--- config.mk ---
export PLATFORM = sky130hd
export DESIGN_NAME = smbus_backlight_register_bank
export DESIGN_NICKNAME = d
export VERILOG_FILES = /design/src/hdl/smbus_backlight_pkg.sv /design/src/hdl/bit_sync2.sv /design/src/hdl/smbus_backlight_register_bank.sv
export SDC_FILE = /design/constraint.sdc
export NUM_CORES = 1
export LEC_CHECK = 0
export BUFFER_PORTS_ARGS = -buffer_cell sky130_fd_sc_hd__buf_2
export CORE_MARGIN = 4
export CORE_UTILIZATION = 50
export CTS_BUF_LIST = sky130_fd_sc_hd__clkbuf_8
export DETAILED_ROUTE_END_ITERATION = 8
export PLACE_DENSITY_LB_ADDON = 0.2
export SYNTH_ARGS = -nofsm -noshare
export SYNTH_HDL_FRONTEND = slang
export SYNTH_SLANG_ARGS = --single-unit
export TNS_END_PERCENT = 30
--- constraint.sdc ---
create_clock -name CLK_I -period 2.85 [get_ports CLK_I]
set_input_delay 0.1425 -clock CLK_I [delete_from_list [all_inputs] [get_ports CLK_I]]
set_output_delay 0.1425 -clock CLK_I [all_outputs]
set_load 0.05 [all_outputs]
--- src/hdl/smbus_backlight_pkg.sv ---
// constants, register map and state encoding for the backlight register bank
package smbus_backlight_pkg;

	// register command codes
	localparam logic [7:0] REG_BRIGHTNESS    = 8'h00;
	localparam logic [7:0] REG_CONTROL       = 8'h01;
	localparam logic [7:0] REG_FAULT_STATUS  = 8'h02;
	localparam logic [7:0] REG_IDENT         = 8'h03;
	localparam logic [7:0] REG_AMBIENT       = 8'h04;
	localparam logic [7:0] REG_LOWER_BOUND   = 8'h05;
	localparam logic [7:0] REG_UPPER_BOUND   = 8'h06;

	// reset values
	localparam logic [7:0] BRIGHTNESS_RESET  = 8'hff;
	localparam logic [7:0] CONTROL_RESET     = 8'h00;
	localparam logic [7:0] BOUND_RESET       = 8'h00;
	localparam logic [7:0] ZERO_BYTE         = 8'h00;

	// reserved bits 7:6 of the control byte never store a one
	localparam logic [7:0] CONTROL_WRITE_MASK = 8'h3f;
	localparam int         CTRL_LAMP_BIT      = 0;

	// fault and status field positions
	localparam int STAT_ANY_FAULT  = 0;
	localparam int STAT_OVER_TEMP  = 1;
	localparam int STAT_OVER_CUR   = 2;
	localparam int STAT_LAMP_ON    = 3;
	localparam int FAULT_LATCH_W   = 2;

	// identification byte; value is arbitrary
	localparam logic [7:0] IDENT_CODE = 8'h2a;

	// full 8-bit slave addresses for strap low and strap high
	localparam logic [7:0] ADDR8_STRAP_LOW  = 8'h58;
	localparam logic [7:0] ADDR8_STRAP_HIGH = 8'h5a;

	// bit counting on the bus, and the settle count before the strap is taken
	localparam logic [3:0] BITS_PER_BYTE = 4'h8;
	localparam logic [1:0] STRAP_SETTLE  = 2'h3;

	// converter timing
	localparam int         CLK_PERIOD_NS = 10;
	localparam int         CONV_TIME_NS  = 1000;
	localparam int         CONV_CYCLES   = (CONV_TIME_NS + CLK_PERIOD_NS - 1) / CLK_PERIOD_NS;
	localparam logic [6:0] CONV_LAST     = 7'(CONV_CYCLES - 1);

	// bus engine states, gray along address, command, data
	typedef enum logic [3:0] {
		ST_IDLE      = 4'h0,
		ST_ADDR      = 4'h1,
		ST_ADDR_ACK  = 4'h3,
		ST_CMD       = 4'h2,
		ST_CMD_ACK   = 4'h6,
		ST_WDATA     = 4'h7,
		ST_WDATA_ACK = 4'h5,
		ST_RDATA     = 4'h4,
		ST_RDATA_ACK = 4'hc
	} bus_state_t;

endpackage : smbus_backlight_pkg

--- src/hdl/bit_sync2.sv ---
// two flip-flop synchroniser for levels arriving from outside the clock domain
`timescale 1ns/1ps
module bit_sync2 #(
	parameter int WIDTH = 1
) (
	input  wire logic             clk_i,
	input  wire logic             nrst_i,
	input  wire logic [WIDTH-1:0] async_i,
	output logic      [WIDTH-1:0] sync_o
);

	logic [WIDTH-1:0] meta;

	// meta is read by the second stage only
	always_ff @(posedge clk_i or negedge nrst_i) begin
		if (!nrst_i) begin
			meta   <= '0;
			sync_o <= '0;
		end else begin
			meta   <= async_i;
			sync_o <= meta;
		end
	end

endmodule : bit_sync2

--- src/hdl/smbus_backlight_register_bank.sv ---
// bus slave and seven-register bank of the backlight dimming controller
`timescale 1ns/1ps
// Function
// [RULE1] ambient register returns raw converter sample always
// [RULE2] ambient value excludes scaling and limit clamping
// [RULE3] host writes brightness byte at code 0x00
// [RULE4] read of 0x00 returns stored brightness
// [RULE5] control register at 0x01 is read/write
// [RULE6] fault status at 0x02 ignores writes
// [RULE7] identification at 0x03 ignores writes
// [RULE8] writes to ambient register are discarded
// [RULE9] lower bound at 0x05 is read/write
// [RULE10] upper bound at 0x06 is read/write
// [RULE11] device is bus slave only, never initiates
// [RULE12] address 0x58 strap low, 0x5A high
// [RULE13] two-bit latch holds inverter faults
// [RULE14] lamp state and faults tracked into status
// [RULE15] converter sample held stable during conversion
// [RULE16] bound registers set the ambient input clamps
// [RULE17] seven registers control five dimming modes
// [RULE18] only byte read/write; bad commands change nothing
// [RULE19] no clock stretching, 10 to 100 kHz
// [RULE20] strap sampled once after reset, then fixed
// [RULE21] reserved bits read zero; no PEC, alert
// [RULE22] codes above seven registers: ignore, read zero
module smbus_backlight_register_bank (
	input  wire logic       CLK_I,
	input  wire logic       NRST_I,
	input  wire logic       SCL_I,
	input  wire logic       SDA_I,
	output logic            SDA_O,
	output logic            SDA_OE_N_O,
	input  wire logic       ADDRESS_SELECT_STRAP_I,
	input  wire logic [7:0] CONVERTER_DATA_I,
	output logic            TRACK_HOLD_O,
	input  wire logic       OVER_CURRENT_I,
	input  wire logic       OVER_TEMP_I,
	input  wire logic       LAMP_ON_I,
	output logic [7:0]      BRIGHTNESS_O,
	output logic [7:0]      CONTROL_O,
	output logic [7:0]      LOWER_BOUND_O,
	output logic [7:0]      UPPER_BOUND_O
);
	import smbus_backlight_pkg::*;

	////////////////////////////////////////////////////////////////////////////////
	// input synchronisation

	logic [5:0] pins_sync;
	logic       scl_s;
	logic       sda_s;
	logic       strap_s;
	logic       over_cur_s;
	logic       over_temp_s;
	logic       lamp_on_s;

	bit_sync2 #(
		.WIDTH (6)
	) u_pin_sync (
		.clk_i   (CLK_I),
		.nrst_i  (NRST_I),
		.async_i ({SCL_I, SDA_I, ADDRESS_SELECT_STRAP_I, OVER_CURRENT_I, OVER_TEMP_I,
		           LAMP_ON_I}),
		.sync_o  (pins_sync)
	);

	assign {scl_s, sda_s, strap_s, over_cur_s, over_temp_s, lamp_on_s} = pins_sync;

	////////////////////////////////////////////////////////////////////////////////
	// bus edge and condition detection

	logic scl_d;
	logic sda_d;

	always_ff @(posedge CLK_I or negedge NRST_I) begin
		if (!NRST_I) begin
			scl_d <= 1'b1;
			sda_d <= 1'b1;
		end else begin
			scl_d <= scl_s;
			sda_d <= sda_s;
		end
	end

	// sync resets low but the idle bus is high: edges count once the strap is taken
	logic strap_taken;
	wire scl_rise   = strap_taken & scl_s & ~scl_d;
	wire scl_fall   = strap_taken & ~scl_s & scl_d;
	wire start_cond = strap_taken & scl_s & scl_d & sda_d & ~sda_s;
	wire stop_cond  = strap_taken & scl_s & scl_d & ~sda_d & sda_s;

	////////////////////////////////////////////////////////////////////////////////
	// address strap, taken once after reset release

	logic [1:0] strap_wait;
	logic       strap_high;

	always_ff @(posedge CLK_I or negedge NRST_I) begin
		if (!NRST_I) begin
			strap_wait  <= 2'h0;
			strap_taken <= 1'b0;
			strap_high  <= 1'b0;
		end else if (!strap_taken) begin
			strap_wait <= strap_wait + 2'h1;
			if (strap_wait == STRAP_SETTLE) begin
				strap_taken <= 1'b1;              // see [RULE20]
				strap_high  <= strap_s;
			end
		end
	end

	// see [RULE12]
	wire [6:0] own_addr = strap_high ? ADDR8_STRAP_HIGH[7:1] : ADDR8_STRAP_LOW[7:1];

	////////////////////////////////////////////////////////////////////////////////
	// bus engine: byte read and byte write only, slave side

	bus_state_t state;
	logic [3:0] bit_cnt;
	logic [7:0] shift_in;
	logic [7:0] shift_out;
	logic [7:0] cmd;
	logic       read_dir;
	logic       sda_drive;
	logic       wr_strobe;
	logic [7:0] read_data;

	wire byte_done  = (bit_cnt == BITS_PER_BYTE);
	wire addr_match = (shift_in[7:1] == own_addr) & strap_taken;

	// sda is only ever pulled low; scl is never driven, so no stretching
	assign SDA_O      = 1'b0;                  // see [RULE19]
	assign SDA_OE_N_O = ~sda_drive;            // see [RULE11]

	always_ff @(posedge CLK_I or negedge NRST_I) begin
		if (!NRST_I) begin
			bit_cnt  <= 4'h0;
			shift_in <= 8'h00;
		end else if (start_cond) begin
			bit_cnt <= 4'h0;
		end else if (scl_rise) begin
			bit_cnt  <= bit_cnt + 4'h1;
			shift_in <= {shift_in[6:0], sda_s};
		end else if (scl_fall && (state == ST_ADDR_ACK || state == ST_CMD_ACK)) begin
			bit_cnt <= 4'h0;
		end
	end

	always_ff @(posedge CLK_I or negedge NRST_I) begin
		if (!NRST_I) begin
			state     <= ST_IDLE;
			sda_drive <= 1'b0;
			read_dir  <= 1'b0;
			cmd       <= 8'h00;
			shift_out <= 8'h00;
			wr_strobe <= 1'b0;
		end else begin
			wr_strobe <= 1'b0;
			if (start_cond) begin
				state     <= ST_ADDR;
				sda_drive <= 1'b0;
			end else if (stop_cond) begin
				state     <= ST_IDLE;
				sda_drive <= 1'b0;
			end else if (scl_fall) begin
				unique case (state)
					ST_IDLE, ST_WDATA_ACK, ST_RDATA_ACK: begin
						state     <= ST_IDLE;
						sda_drive <= 1'b0;
					end
					ST_ADDR: begin
						if (byte_done) begin
							// a foreign address sends us back to waiting for start
							state     <= addr_match ? ST_ADDR_ACK : ST_IDLE;  // see [RULE12]
							sda_drive <= addr_match;
							read_dir  <= shift_in[0];
						end
					end
					ST_ADDR_ACK: begin
						if (read_dir) begin
							state     <= ST_RDATA;
							shift_out <= read_data;
							sda_drive <= ~read_data[7];
						end else begin
							state     <= ST_CMD;
							sda_drive <= 1'b0;
						end
					end
					ST_CMD: begin
						if (byte_done) begin
							state     <= ST_CMD_ACK;
							cmd       <= shift_in;
							sda_drive <= 1'b1;
						end
					end
					ST_CMD_ACK: begin
						state     <= ST_WDATA;
						sda_drive <= 1'b0;
					end
					ST_WDATA: begin
						if (byte_done) begin
							// a write lands only once the whole data byte is in
							state     <= ST_WDATA_ACK;
							sda_drive <= 1'b1;
							wr_strobe <= 1'b1;            // see [RULE18]
						end
					end
					ST_RDATA: begin
						if (byte_done) begin
							state     <= ST_RDATA_ACK;
							sda_drive <= 1'b0;
						end else begin
							shift_out <= {shift_out[6:0], 1'b0};
							sda_drive <= ~shift_out[6];
						end
					end
				endcase
			end
		end
	end

	////////////////////////////////////////////////////////////////////////////////
	// register bank: four host-written, two internally updated, one constant

	logic [7:0] brightness_level;
	logic [7:0] device_control;
	logic [7:0] fault_status;
	logic [7:0] ambient_light_reading;
	logic [7:0] ambient_light_lower_bound;
	logic [7:0] ambient_light_upper_bound;
	logic [FAULT_LATCH_W-1:0] fault_latch;

	// read-only codes and codes past the map decode to no write enable
	wire we_brightness = wr_strobe & (cmd == REG_BRIGHTNESS);   // see [RULE3]
	wire we_control    = wr_strobe & (cmd == REG_CONTROL);      // see [RULE5]
	wire we_lower      = wr_strobe & (cmd == REG_LOWER_BOUND);  // see [RULE9]
	wire we_upper      = wr_strobe & (cmd == REG_UPPER_BOUND);  // see [RULE10]

	always_ff @(posedge CLK_I or negedge NRST_I) begin
		if (!NRST_I) begin
			brightness_level          <= BRIGHTNESS_RESET;
			device_control            <= CONTROL_RESET;
			ambient_light_lower_bound <= BOUND_RESET;
			ambient_light_upper_bound <= BOUND_RESET;
		end else begin
			if (we_brightness) brightness_level <= shift_in;
			if (we_control) device_control <= shift_in & CONTROL_WRITE_MASK;  // see [RULE21]
			if (we_lower) ambient_light_lower_bound <= shift_in;
			if (we_upper) ambient_light_upper_bound <= shift_in;
		end
	end

	// see [RULE4] [RULE6] [RULE7] [RULE17] [RULE22]
	assign read_data = (cmd == REG_BRIGHTNESS)   ? brightness_level :
	                   (cmd == REG_CONTROL)      ? device_control :
	                   (cmd == REG_FAULT_STATUS) ? fault_status :
	                   (cmd == REG_IDENT)        ? IDENT_CODE :
	                   (cmd == REG_AMBIENT)      ? ambient_light_reading :  // see [RULE1]
	                   (cmd == REG_LOWER_BOUND)  ? ambient_light_lower_bound :
	                   (cmd == REG_UPPER_BOUND)  ? ambient_light_upper_bound :
	                                               ZERO_BYTE;

	// the analog clamps and dimming path take their settings from here
	assign BRIGHTNESS_O  = brightness_level;
	assign CONTROL_O     = device_control;
	assign LOWER_BOUND_O = ambient_light_lower_bound;            // see [RULE16]
	assign UPPER_BOUND_O = ambient_light_upper_bound;            // see [RULE16]

	////////////////////////////////////////////////////////////////////////////////
	// fault latch and status; set beats clear, cleared by turning the lamp off

	wire [FAULT_LATCH_W-1:0] fault_set = {over_cur_s, over_temp_s};
	wire fault_clear = ~device_control[CTRL_LAMP_BIT];

	genvar gi;
	generate
		for (gi = 0; gi < FAULT_LATCH_W; gi++) begin : g_fault
			always_ff @(posedge CLK_I or negedge NRST_I) begin
				if (!NRST_I)
					fault_latch[gi] <= 1'b0;
				else
					fault_latch[gi] <= fault_set[gi] | (fault_latch[gi] & ~fault_clear);  // see [RULE13]
			end
		end
	endgenerate

	wire [7:0] next_fault_status = {4'h0, lamp_on_s, fault_latch, |fault_latch};

	always_ff @(posedge CLK_I or negedge NRST_I) begin
		if (!NRST_I)
			fault_status <= ZERO_BYTE;
		else
			fault_status <= next_fault_status;     // see [RULE14]
	end

	////////////////////////////////////////////////////////////////////////////////
	// converter: hold for a full conversion, then take the raw result

	logic [6:0] conv_cnt;
	logic       hold;

	assign TRACK_HOLD_O = hold;

	always_ff @(posedge CLK_I or negedge NRST_I) begin
		if (!NRST_I) begin
			conv_cnt              <= 7'h00;
			hold                  <= 1'b0;
			ambient_light_reading <= ZERO_BYTE;
		end else if (!hold) begin
			hold     <= 1'b1;                      // see [RULE15]
			conv_cnt <= 7'h00;
		end else if (conv_cnt == CONV_LAST) begin
			hold <= 1'b0;
			// raw sample only: limits and scaling act after this point
			ambient_light_reading <= CONVERTER_DATA_I;  // see [RULE1] [RULE2] [RULE8]
		end else begin
			conv_cnt <= conv_cnt + 7'h01;
		end
	end
endmodule : smbus_backlight_register_bank

==> impl_metrics.tcl, run 1 <==
set metrics [dict create \
    p_per_area_mw_per_mm2 496 \
    rsz0062_at_grt "false" \
    num_rows 35 \
    gp_congestion 0.850 \
    grt_max_degree 58 \
    wl_mm 9.79 \
    finish.utilization 0.586 \
    layoutNonFillerInstCount 590 \
    hold_path.class "input pin to flop" \
    fin_crit_ns 2.21 \
    worstPathBufferInverterCount 0 \
    slew_headroom 0.448 \
    grt_overflow 0 \
    setup_ws_ns 0.642 \
    yosysUniqueCellTypes 63 \
    synth-seq-area-share 0.551 \
    place.port_buffers 47 \
    peakVddDrop_uv 358 \
    vias_per_cell 5.39 \
    ctsLongestPathBuffers 2 \
    synth_edf_count 0 \
    crit_chain "or4_4 -> or2_4 -> nor2_8 -> and3_1 -> mux2_4" \
    yosysMostFrequentCell "dfrtp_1" \
    dieWidth_um 105 \
    drtIter0Drc 199 \
    tightest_slew_ns 0.824 \
    cts_buffers 9 \
    max_freq_mhz 453 \
    fin_nets 476 \
    maxCapViolCount 0 \
    grt_util_all_layers 0.186 \
    die-area_mm2 0.0111 \
    clock-root-buffer "clkbuf_8" \
    cts_setup_buffers 0 \
    cp.arrival_ns 2.46 \
    layout-drive-gt1-share 0.317 \
    yosys.area.top_type "dfrtp_1" \
    dpl.hpwl_mm 6.89 \
    crit_required_ns 3.11 \
    place_ws_ns 0.637 \
    clock-sinks 104 \
    placed_area_mm2 0.00511 \
    dp.cells 561 \
    insertion_delay_ns 0.36 \
    synth_top_area_frac 0.495 \
    finalHoldViolCount 0 \
    drtAntennaViolNets 0 \
    drc 0 \
    grt_pass1_vias 3132 \
    antenna_found_initial 0 \
    dr.pass1.iters 6 \
    crit_type "flop to flop" \
    cp_slowest_stage_delay_ns 0.56 \
    antennaDiodeCount 0 \
    cp_top_family "simple AND/OR/NAND/NOR gates" \
    die_h_um 105 \
    htree_levels 3 \
    io_pins 51 \
    cp_max_fo 6 \
    via_count 3183 \
    clk_pin_slew_ns 0.10 \
    async_flop_share 1.00 \
    routedWlPerCell_um 16.6 \
    skew_ns 0.0146 \
    post-route-cell-area_mm2 0.00541 \
    setup_viol 0 \
    status "finished clean" \
    initial_utilization 0.514 \
    synth_area_leaders "dfrtp_1 50%, mux2_2 12%, dfstp_2 5.5%" \
    synth.cell_area_mm2 0.00475 \
    ys.flop_type "dfrtp_1" \
    start_kind "flop" \
    synthCells 397 \
    grt_first_pass_wirelength_mm 16.6 \
    drv_slew 0 \
    ys_seq_elements 104 \
    leakage_nw 2.52 \
    setup-tns-final_ns 0 \
    area_growth_pct 14.0 \
    synth_area_per_cell_um2 12.0 \
    cts_tree "built" \
    fp.coreArea_mm2 0.00924 \
    critPathCaptureType "flop" \
    fin_crit_sh 0.775 \
    crit_path_top_delay_cell "or4_4" \
    ys_warn_count 0 \
    synth.top_cells.by_count "94 x dfrtp_1, 50 x mux2_2, 43 x nand2_1, 20 x nor2_1" \
]
-- metal layers --
layer,vias to the layer above,track usage,part of all wire
met5,-,0,0
met4,0,0.0347,0.0075
met3,8,0.0423,0.052
met2,82,0.277,0.46
met1,1575,0.281,0.48
li1,1518,-,-
-- sequential cells by signal, summed over array words and instances (netlist names), 2 cells and up --
register               count
shift_out                  7
u_pin_sync.sync_o          6
BRIGHTNESS_O               8
LOWER_BOUND_O              8
fault_status               4
ambient_light_reading      8
CONTROL_O                  6
conv_cnt                   7
bit_cnt                    4
state                      4
strap_wait                 2
cmd                        8
u_pin_sync.meta            6
UPPER_BOUND_O              8
shift_in                   8
fault_latch                2
-- path summary, 6_finish.rpt --
path,from,endpoint,slack [ns],cells past startpoint
max in group asynchronous,NRST_I,BRIGHTNESS_O[5],1.76,3
setup reg to reg,cmd[4],CONTROL_O[2],0.64,5
min in group asynchronous,NRST_I,state[3],0.34,2
hold reg to reg,u_pin_sync.meta[3],u_pin_sync.sync_o[3],0.35,0
hold / removal,CONVERTER_DATA_I[4],ambient_light_reading[4],0.02,2
setup / recovery,cmd[4],CONTROL_O[2],0.64,5
-- metrics by stage --
stage               hold slack (ns)  power, mW
finish                       0.0174       2.69
global route               0.000618       2.82
CTS                         0.00122       2.70
detailed placement            0.198       1.87
global placement              0.192       1.86
floorplan                    -0.153       1.76
-- worst register-to-register path, stage by stage, from the launching register on --
cell and delay (ns):
dfrtp_1 0.39, or4_4 0.56, or2_4 0.29, nor2_8 0.12, and3_1 0.43, mux2_4 0.34
-- final cells by class --
cell class / count / area, um2
Fill cell: 774 / 3830
Multi-Input combinational cell: 267 / 2010
Clock inverter: 6 / 35.0
Tap cell: 129 / 161
Inverter: 9 / 33.8
Clock buffer: 10 / 138
Sequential cell: 104 / 2620
Timing Repair Buffer: 65 / 418
-- power by group --
group | internal, mW | switching, mW
combinational | 0.0886 | 0.116
clock | 0.338 | 0.500
sequential | 1.55 | 0.0969
-- cells in the final DEF (no fill, tap or decap), drive strengths merged, types with 6 or more instances in the layout --
cell type    netlist  layout
mux2i             11      11
o21ai             11      11
dfrtp             94      94
nand3              9       9
xnor2              8       8
clkbuf            10      10
dfstp             10      10
inv                9      12
dlygate4sd3        0      13
nand2             43      43
mux2              56      56
a21oi             10      10
nor2              23      23
buf                9      52
nor2b              6       6
-- cell families after synthesis --
| kind of cell | count (synthesis) | share of synthesized area |
|---|---|---|
| flip-flops | 104 | 0.551 |
| XOR/XNOR | 11 | 0.0203 |
| multiplexers | 67 | 0.161 |
| AND/OR/NAND/NOR | 121 | 0.142 |
| adder cells (fa/ha/maj) | 5 | 0.0126 |
| AO/OA/AOI/OAI | 60 | 0.0859 |
| buffers and inverters | 28 | 0.0274 |
| other | 1 | 0.000790 |
-- timing repair --
action                    CTS  global route
hold buffers                8             5
hold endpoints to repair   49             5
gates resized for setup     0             0
(Power assumes the default switching activity.)
==> run 2, diff against run 1 <==
clock period = 2.3 ns   (was 2.85 ns; I/O delays follow)
==> impl_metrics.tcl, run 2 (synthesized netlist as in run 1, its figures left out) <==
set metrics [dict create \
    clock-root-buffer "clkbuf_8" \
    slew_headroom 0.581 \
    antenna_found_initial 0 \
    regToRegEndpoint "UPPER_BOUND_O[1]" \
    tightest_slew_ns 0.629 \
    vias_per_cell 5.36 \
    setup-tns-final_ns 0 \
    nFillCells 781 \
    wl_mm 9.89 \
    crit_path_end "UPPER_BOUND_O[1]" \
    htree_levels 3 \
    worstReg2RegStart "cmd[4]" \
    finalHoldViolCount 0 \
    num_rows 35 \
    critPathCaptureType "flop" \
    final_common_cell "dfrtp_1" \
    peakVddDrop_uv 490 \
    crit_required_ns 2.56 \
    drtIter0Drc 132 \
    dr.pass1.iters 4 \
    crit_chain "or4_4 -> nor2_4 -> nand3_2 -> nor3_4 -> mux2_2" \
    cp_max_fo 8 \
    via_count 3213 \
    drc 0 \
    p_per_area_mw_per_mm2 645 \
    crit_start "cmd[4]" \
    die-area_mm2 0.0111 \
    rsz0062_at_grt "false" \
    ctsLongestPathBuffers 2 \
    initial_utilization 0.514 \
    grt_first_pass_wirelength_mm 16.9 \
    routedWlPerCell_um 16.5 \
    most-common-layout-cells "94 x dfrtp_1, 50 x mux2_2, 46 x buf_2" \
    post-route-cell-area_mm2 0.00554 \
    place.port_buffers 47 \
    r2r_cells 5 \
    setup_viol 0 \
    cp_slowest_stage_delay_ns 0.56 \
    cts_buffers 9 \
    clk_pin_slew_ns 0.11 \
    area_growth_pct 16.8 \
    hold_path.class "input pin to asynchronous set/reset pin" \
    drtAntennaViolNets 0 \
    maxCapViolCount 0 \
    skew_ns 0.0170 \
    grt_overflow 0 \
    fin_crit_sh 0.928 \
    crit_type "flop to flop" \
    fin_nets 486 \
    cts_tree "built" \
    max_freq_mhz 469 \
    dpl.hpwl_mm 7.09 \
    placed_area_mm2 0.00517 \
    rrSetupSlack_ns 0.17 \
    start_kind "flop" \
    grt_pass1_vias 3277 \
    grt_max_degree 50 \
    crit_path_top_delay_cell "or4_4" \
    fin_crit_ns 2.13 \
    grt_util_all_layers 0.191 \
    cp.arrival_ns 2.39 \
    antennaDiodeCount 0 \
    status "finished clean" \
    die_h_um 105 \
    leakage_nw 2.59 \
    io_pins 51 \
    cts_setup_buffers 0 \
    insertion_delay_ns 0.38 \
    drv_slew 0 \
    clock-sinks 104 \
    fp.coreArea_mm2 0.00924 \
    gp_congestion 0.821 \
    dieWidth_um 105 \
    finish.utilization 0.600 \
    layout-drive-gt1-share 0.331 \
]
run 2: layout make-up:
type                            count  area, um2  area share
Timing Repair Buffer               75        498      0.0898
Clock inverter                      7        100      0.0181
Multi-Input combinational cell    267       2010       0.363
Clock buffer                        9        124      0.0223
Tap cell                          129        161      0.0291
Inverter                            9       33.8     0.00609
Sequential cell                   104       2620       0.472
run 2: per-layer routing:
metal,track usage,vias up,wire length (um)
met5,0,-,0
met4,0.0394,0,41
met3,0.0527,2,493
met2,0.295,68,4560
met1,0.272,1604,4790
li1,-,1539,-
run 2: worst max-delay path, delay by kind of cell, from the launching register on:
kind,cells,cell delay [ns]
flip-flops,1,0.39
multiplexers,1,0.39
AND/OR/NAND/NOR,4,1.23
run 2: timing repair:
item / 4_1_cts / 5_1_grt
gates resized for setup: 0 / 1
hold endpoints to repair: 56 / 0
endpoints found under the setup margin: 0 / 6
hold buffers: 15 / 0
run 2: worst min path at each step:
stage / from / endpoint / slack, ns / cells after the start
6_report: NRST_I / cmd[5] / 0.29 / 2
5_1_grt: NRST_I / cmd[5] / 0.33 / 2
4_1_cts: NRST_I / state[0] / 0.32 / 2
3_5_place_dp: NRST_I / sda_drive / 0.19 / 1
3_3_place_gp: NRST_I / sda_drive / 0.18 / 1
2_1_floorplan: NRST_I / CONTROL_O[0] / -0.18 / 0
run 2: per-stage QoR:
stage	cells	total power, mW	hold slack [ns]	setup WS (ns)
after floorplan	399	2.18	-0.181	0.298
after global placement	569	2.30	0.183	0.136
after detailed placement	569	2.31	0.187	0.100
after CTS	600	3.62	0.322	0.0724
after global routing	600	3.74	0.333	0.0805
final	600	3.58	0.293	0.167
run 2: where the power goes:
group / leakage [nW] / internal [mW] / switching [mW]
sequential: 1.32 / 1.92 / 0.117
clock: 0.114 / 0.625 / 0.658
combinational: 1.15 / 0.114 / 0.145
total: 2.59 / 2.66 / 0.920
==> run 3, diff against run 2 <==
ABC_AREA = 1   (was default)
clock period = 2.1 ns   (was 2.3 ns; I/O delays follow)
==> impl_metrics.tcl, run 3 <==
set metrics [dict create \
    status "finished clean" \
    drc 0 \
    crit_start "cmd[7]" \
    fin_crit_sh 0.832 \
    power_switching_mw 1.01 \
    synth_area_per_cell_um2 8.82 \
    dr.pass1.iters 5 \
    fin_crit_ns 1.75 \
    ys.flop_type "dfrtp_1" \
    peakVddDrop_uv 547 \
    crit_required_ns 2.40 \
    timing.hold.ws_ns 0.322 \
    synth-seq-area-share 0.557 \
    seqCellArea_mm2 0.00262 \
    clkPwrFrac 0.328 \
    cp.arrival_ns 2.05 \
    drv_slew 0 \
    power_frac_seq 0.582 \
    synthCells 532 \
    swShare 0.274 \
    synth.cell_area_mm2 0.00469 \
    cp_max_fo 16 \
    gp_congestion 0.953 \
    max_freq_mhz 572 \
    via_count 3714 \
    grt_pass1_vias 3683 \
    synth_area_leaders "dfrtp_1 50%, nand2_1 11%, dfstp_2 5.6%" \
    ys_warn_count 0 \
    drtAntennaViolNets 0 \
    cts_buffers 9 \
    clock-root-buffer "clkbuf_8" \
    area_growth_pct 14.7 \
    grt_max_degree 105 \
    p_total_mw 3.69 \
    finalHoldViolCount 0 \
    internal_power_mw 2.68 \
    hold_path.class "input pin to asynchronous set/reset pin" \
    drtIter0Drc 273 \
    most-common-layout-cells "136 x nand2_1, 94 x dfrtp_1, 57 x inv_1" \
    async_flop_share 1.00 \
    num_rows 35 \
    grt_overflow 0 \
    setup-tns-final_ns 0 \
    yosys.area.top_type "dfrtp_1" \
    fp.coreArea_mm2 0.00920 \
    synth.top_cells.by_count "136 x nand2_1, 94 x dfrtp_1, 57 x inv_1, 44 x nor2_1, 43 x o21ai_0" \
    yosysMostFrequentCell "nand2_1" \
    ys_seq_elements 104 \
    skew_ns 0.0152 \
    grt_first_pass_wirelength_mm 18.1 \
    dpl.hpwl_mm 7.50 \
    p_per_area_mw_per_mm2 687 \
    io_pins 51 \
    rsz0062_at_grt "false" \
    layout-drive-gt1-share 0.195 \
    synth_edf_count 0 \
    slew_headroom 0.644 \
    nFillCells 817 \
    clk_pin_slew_ns 0.11 \
    clock-sinks 104 \
    placed_area_mm2 0.00504 \
    start_kind "flop" \
    layoutNonFillerInstCount 716 \
    worstReg2RegStart "cmd[7]" \
    leakage_nw 2.71 \
    dieWidth_um 105 \
    ctsResizeCount 0 \
    synth_top_area_frac 0.501 \
    tightest_slew_ns 0.532 \
    wl_mm 10.4 \
    critPathCaptureType "flop" \
    yosysUniqueCellTypes 37 \
    place.port_buffers 47 \
    antennaDiodeCount 0 \
    ctsLongestPathBuffers 2 \
    maxCapViolCount 0 \
    fin_nets 620 \
    routedWlPerCell_um 14.6 \
    initial_utilization 0.510 \
    place_ws_ns 0.414 \
    setup_ws_ns 0.352 \
    htree_levels 3 \
    die-area_mm2 0.0110 \
    dp.cells 685 \
    p_comb_frac 0.090 \
    grt_util_all_layers 0.208 \
    vias_per_cell 5.19 \
    crit_type "flop to flop" \
    cts_tree "built" \
    insertion_delay_ns 0.39 \
    cts_setup_buffers 0 \
    multiInputGateArea_mm2 0.00175 \
    antenna_found_initial 0 \
    final_common_cell "nand2_1" \
    finish.utilization 0.585 \
    die_h_um 105 \
    post-route-cell-area_mm2 0.00538 \
    setup_viol 0 \
]
run 3: cell count changes after synthesis, moves of 11 or more:
cell,change
inv_1,+48
mux2_2,-44
mux2i_1,-11
nand2_1,+93
nand3_1,+28
nor2_1,+24
o21ai_0,+32
run 3: repair_timing:
| item | in CTS | in global routing |
|---|---|---|
| hold endpoints to repair | 108 | 0 |
| hold buffers | 15 | 0 |
| setup endpoints to repair | 0 | 0 |
run 3: routing by layer:
| layer | wire [um] | GRT usage | vias up |
|---|---|---|---|
| li1 | - | - | 1826 |
| met1 | 4660 | 0.274 | 1779 |
| met2 | 5030 | 0.337 | 86 |
| met3 | 478 | 0.0457 | 23 |
| met4 | 276 | 0.0778 | 0 |
| met5 | 0 | 0 | - |
run 3: cell type report:
| type | instances | area share |
|---|---|---|
| Clock buffer | 10 | 0.0256 |
| Clock inverter | 6 | 0.00977 |
| Inverter | 66 | 0.0465 |
| Multi-Input combinational cell | 352 | 0.325 |
| Sequential cell | 104 | 0.486 |
| Tap cell | 111 | 0.0258 |
| Timing Repair Buffer | 67 | 0.0814 |
run 3: final timing paths:
path	to	slack [ns]	cells past startpoint
min in group CLK_I	u_pin_sync.sync_o[2]	0.36	0
worst max-delay path	BRIGHTNESS_O[2]	0.35	7
max in group asynchronous	BRIGHTNESS_O[0]	1.37	3
worst min register to register	u_pin_sync.sync_o[2]	0.36	0
worst min-delay path	UPPER_BOUND_O[0]	0.32	3
worst max register to register	BRIGHTNESS_O[2]	0.35	7
run 3: power groups by stage:
stage               Combinational (mW)  Clock [mW]  Sequential (mW)
global placement                 0.307           0             2.19
CTS                              0.339        1.25             2.15
floorplan                        0.188           0             2.17
global route                     0.376        1.34             2.16
finish                           0.333        1.21             2.15
detailed placement               0.315           0             2.19
run 3: critical path: stages (launching register included):
cell and delay (ns):
dfrtp_1 0.40, nor2_1 0.10, nand2_1 0.15, inv_2 0.21
nand2_1 0.12, nor2_4 0.23, nand2_2 0.23, o21ai_0 0.22
run 3: kinds of logic after synthesis:
| family | after synthesis | share of synthesized area |
|---|---|---|
| adder cells (fa/ha/maj) | 4 | 0.0107 |
| other | 1 | 0.000799 |
| XOR/XNOR | 5 | 0.00934 |
| multiplexers | 6 | 0.0144 |
| flip-flops | 104 | 0.557 |
| AND/OR/NAND/NOR | 246 | 0.228 |
| AO/OA/AOI/OAI | 88 | 0.108 |
| buffers and inverters | 78 | 0.0715 |
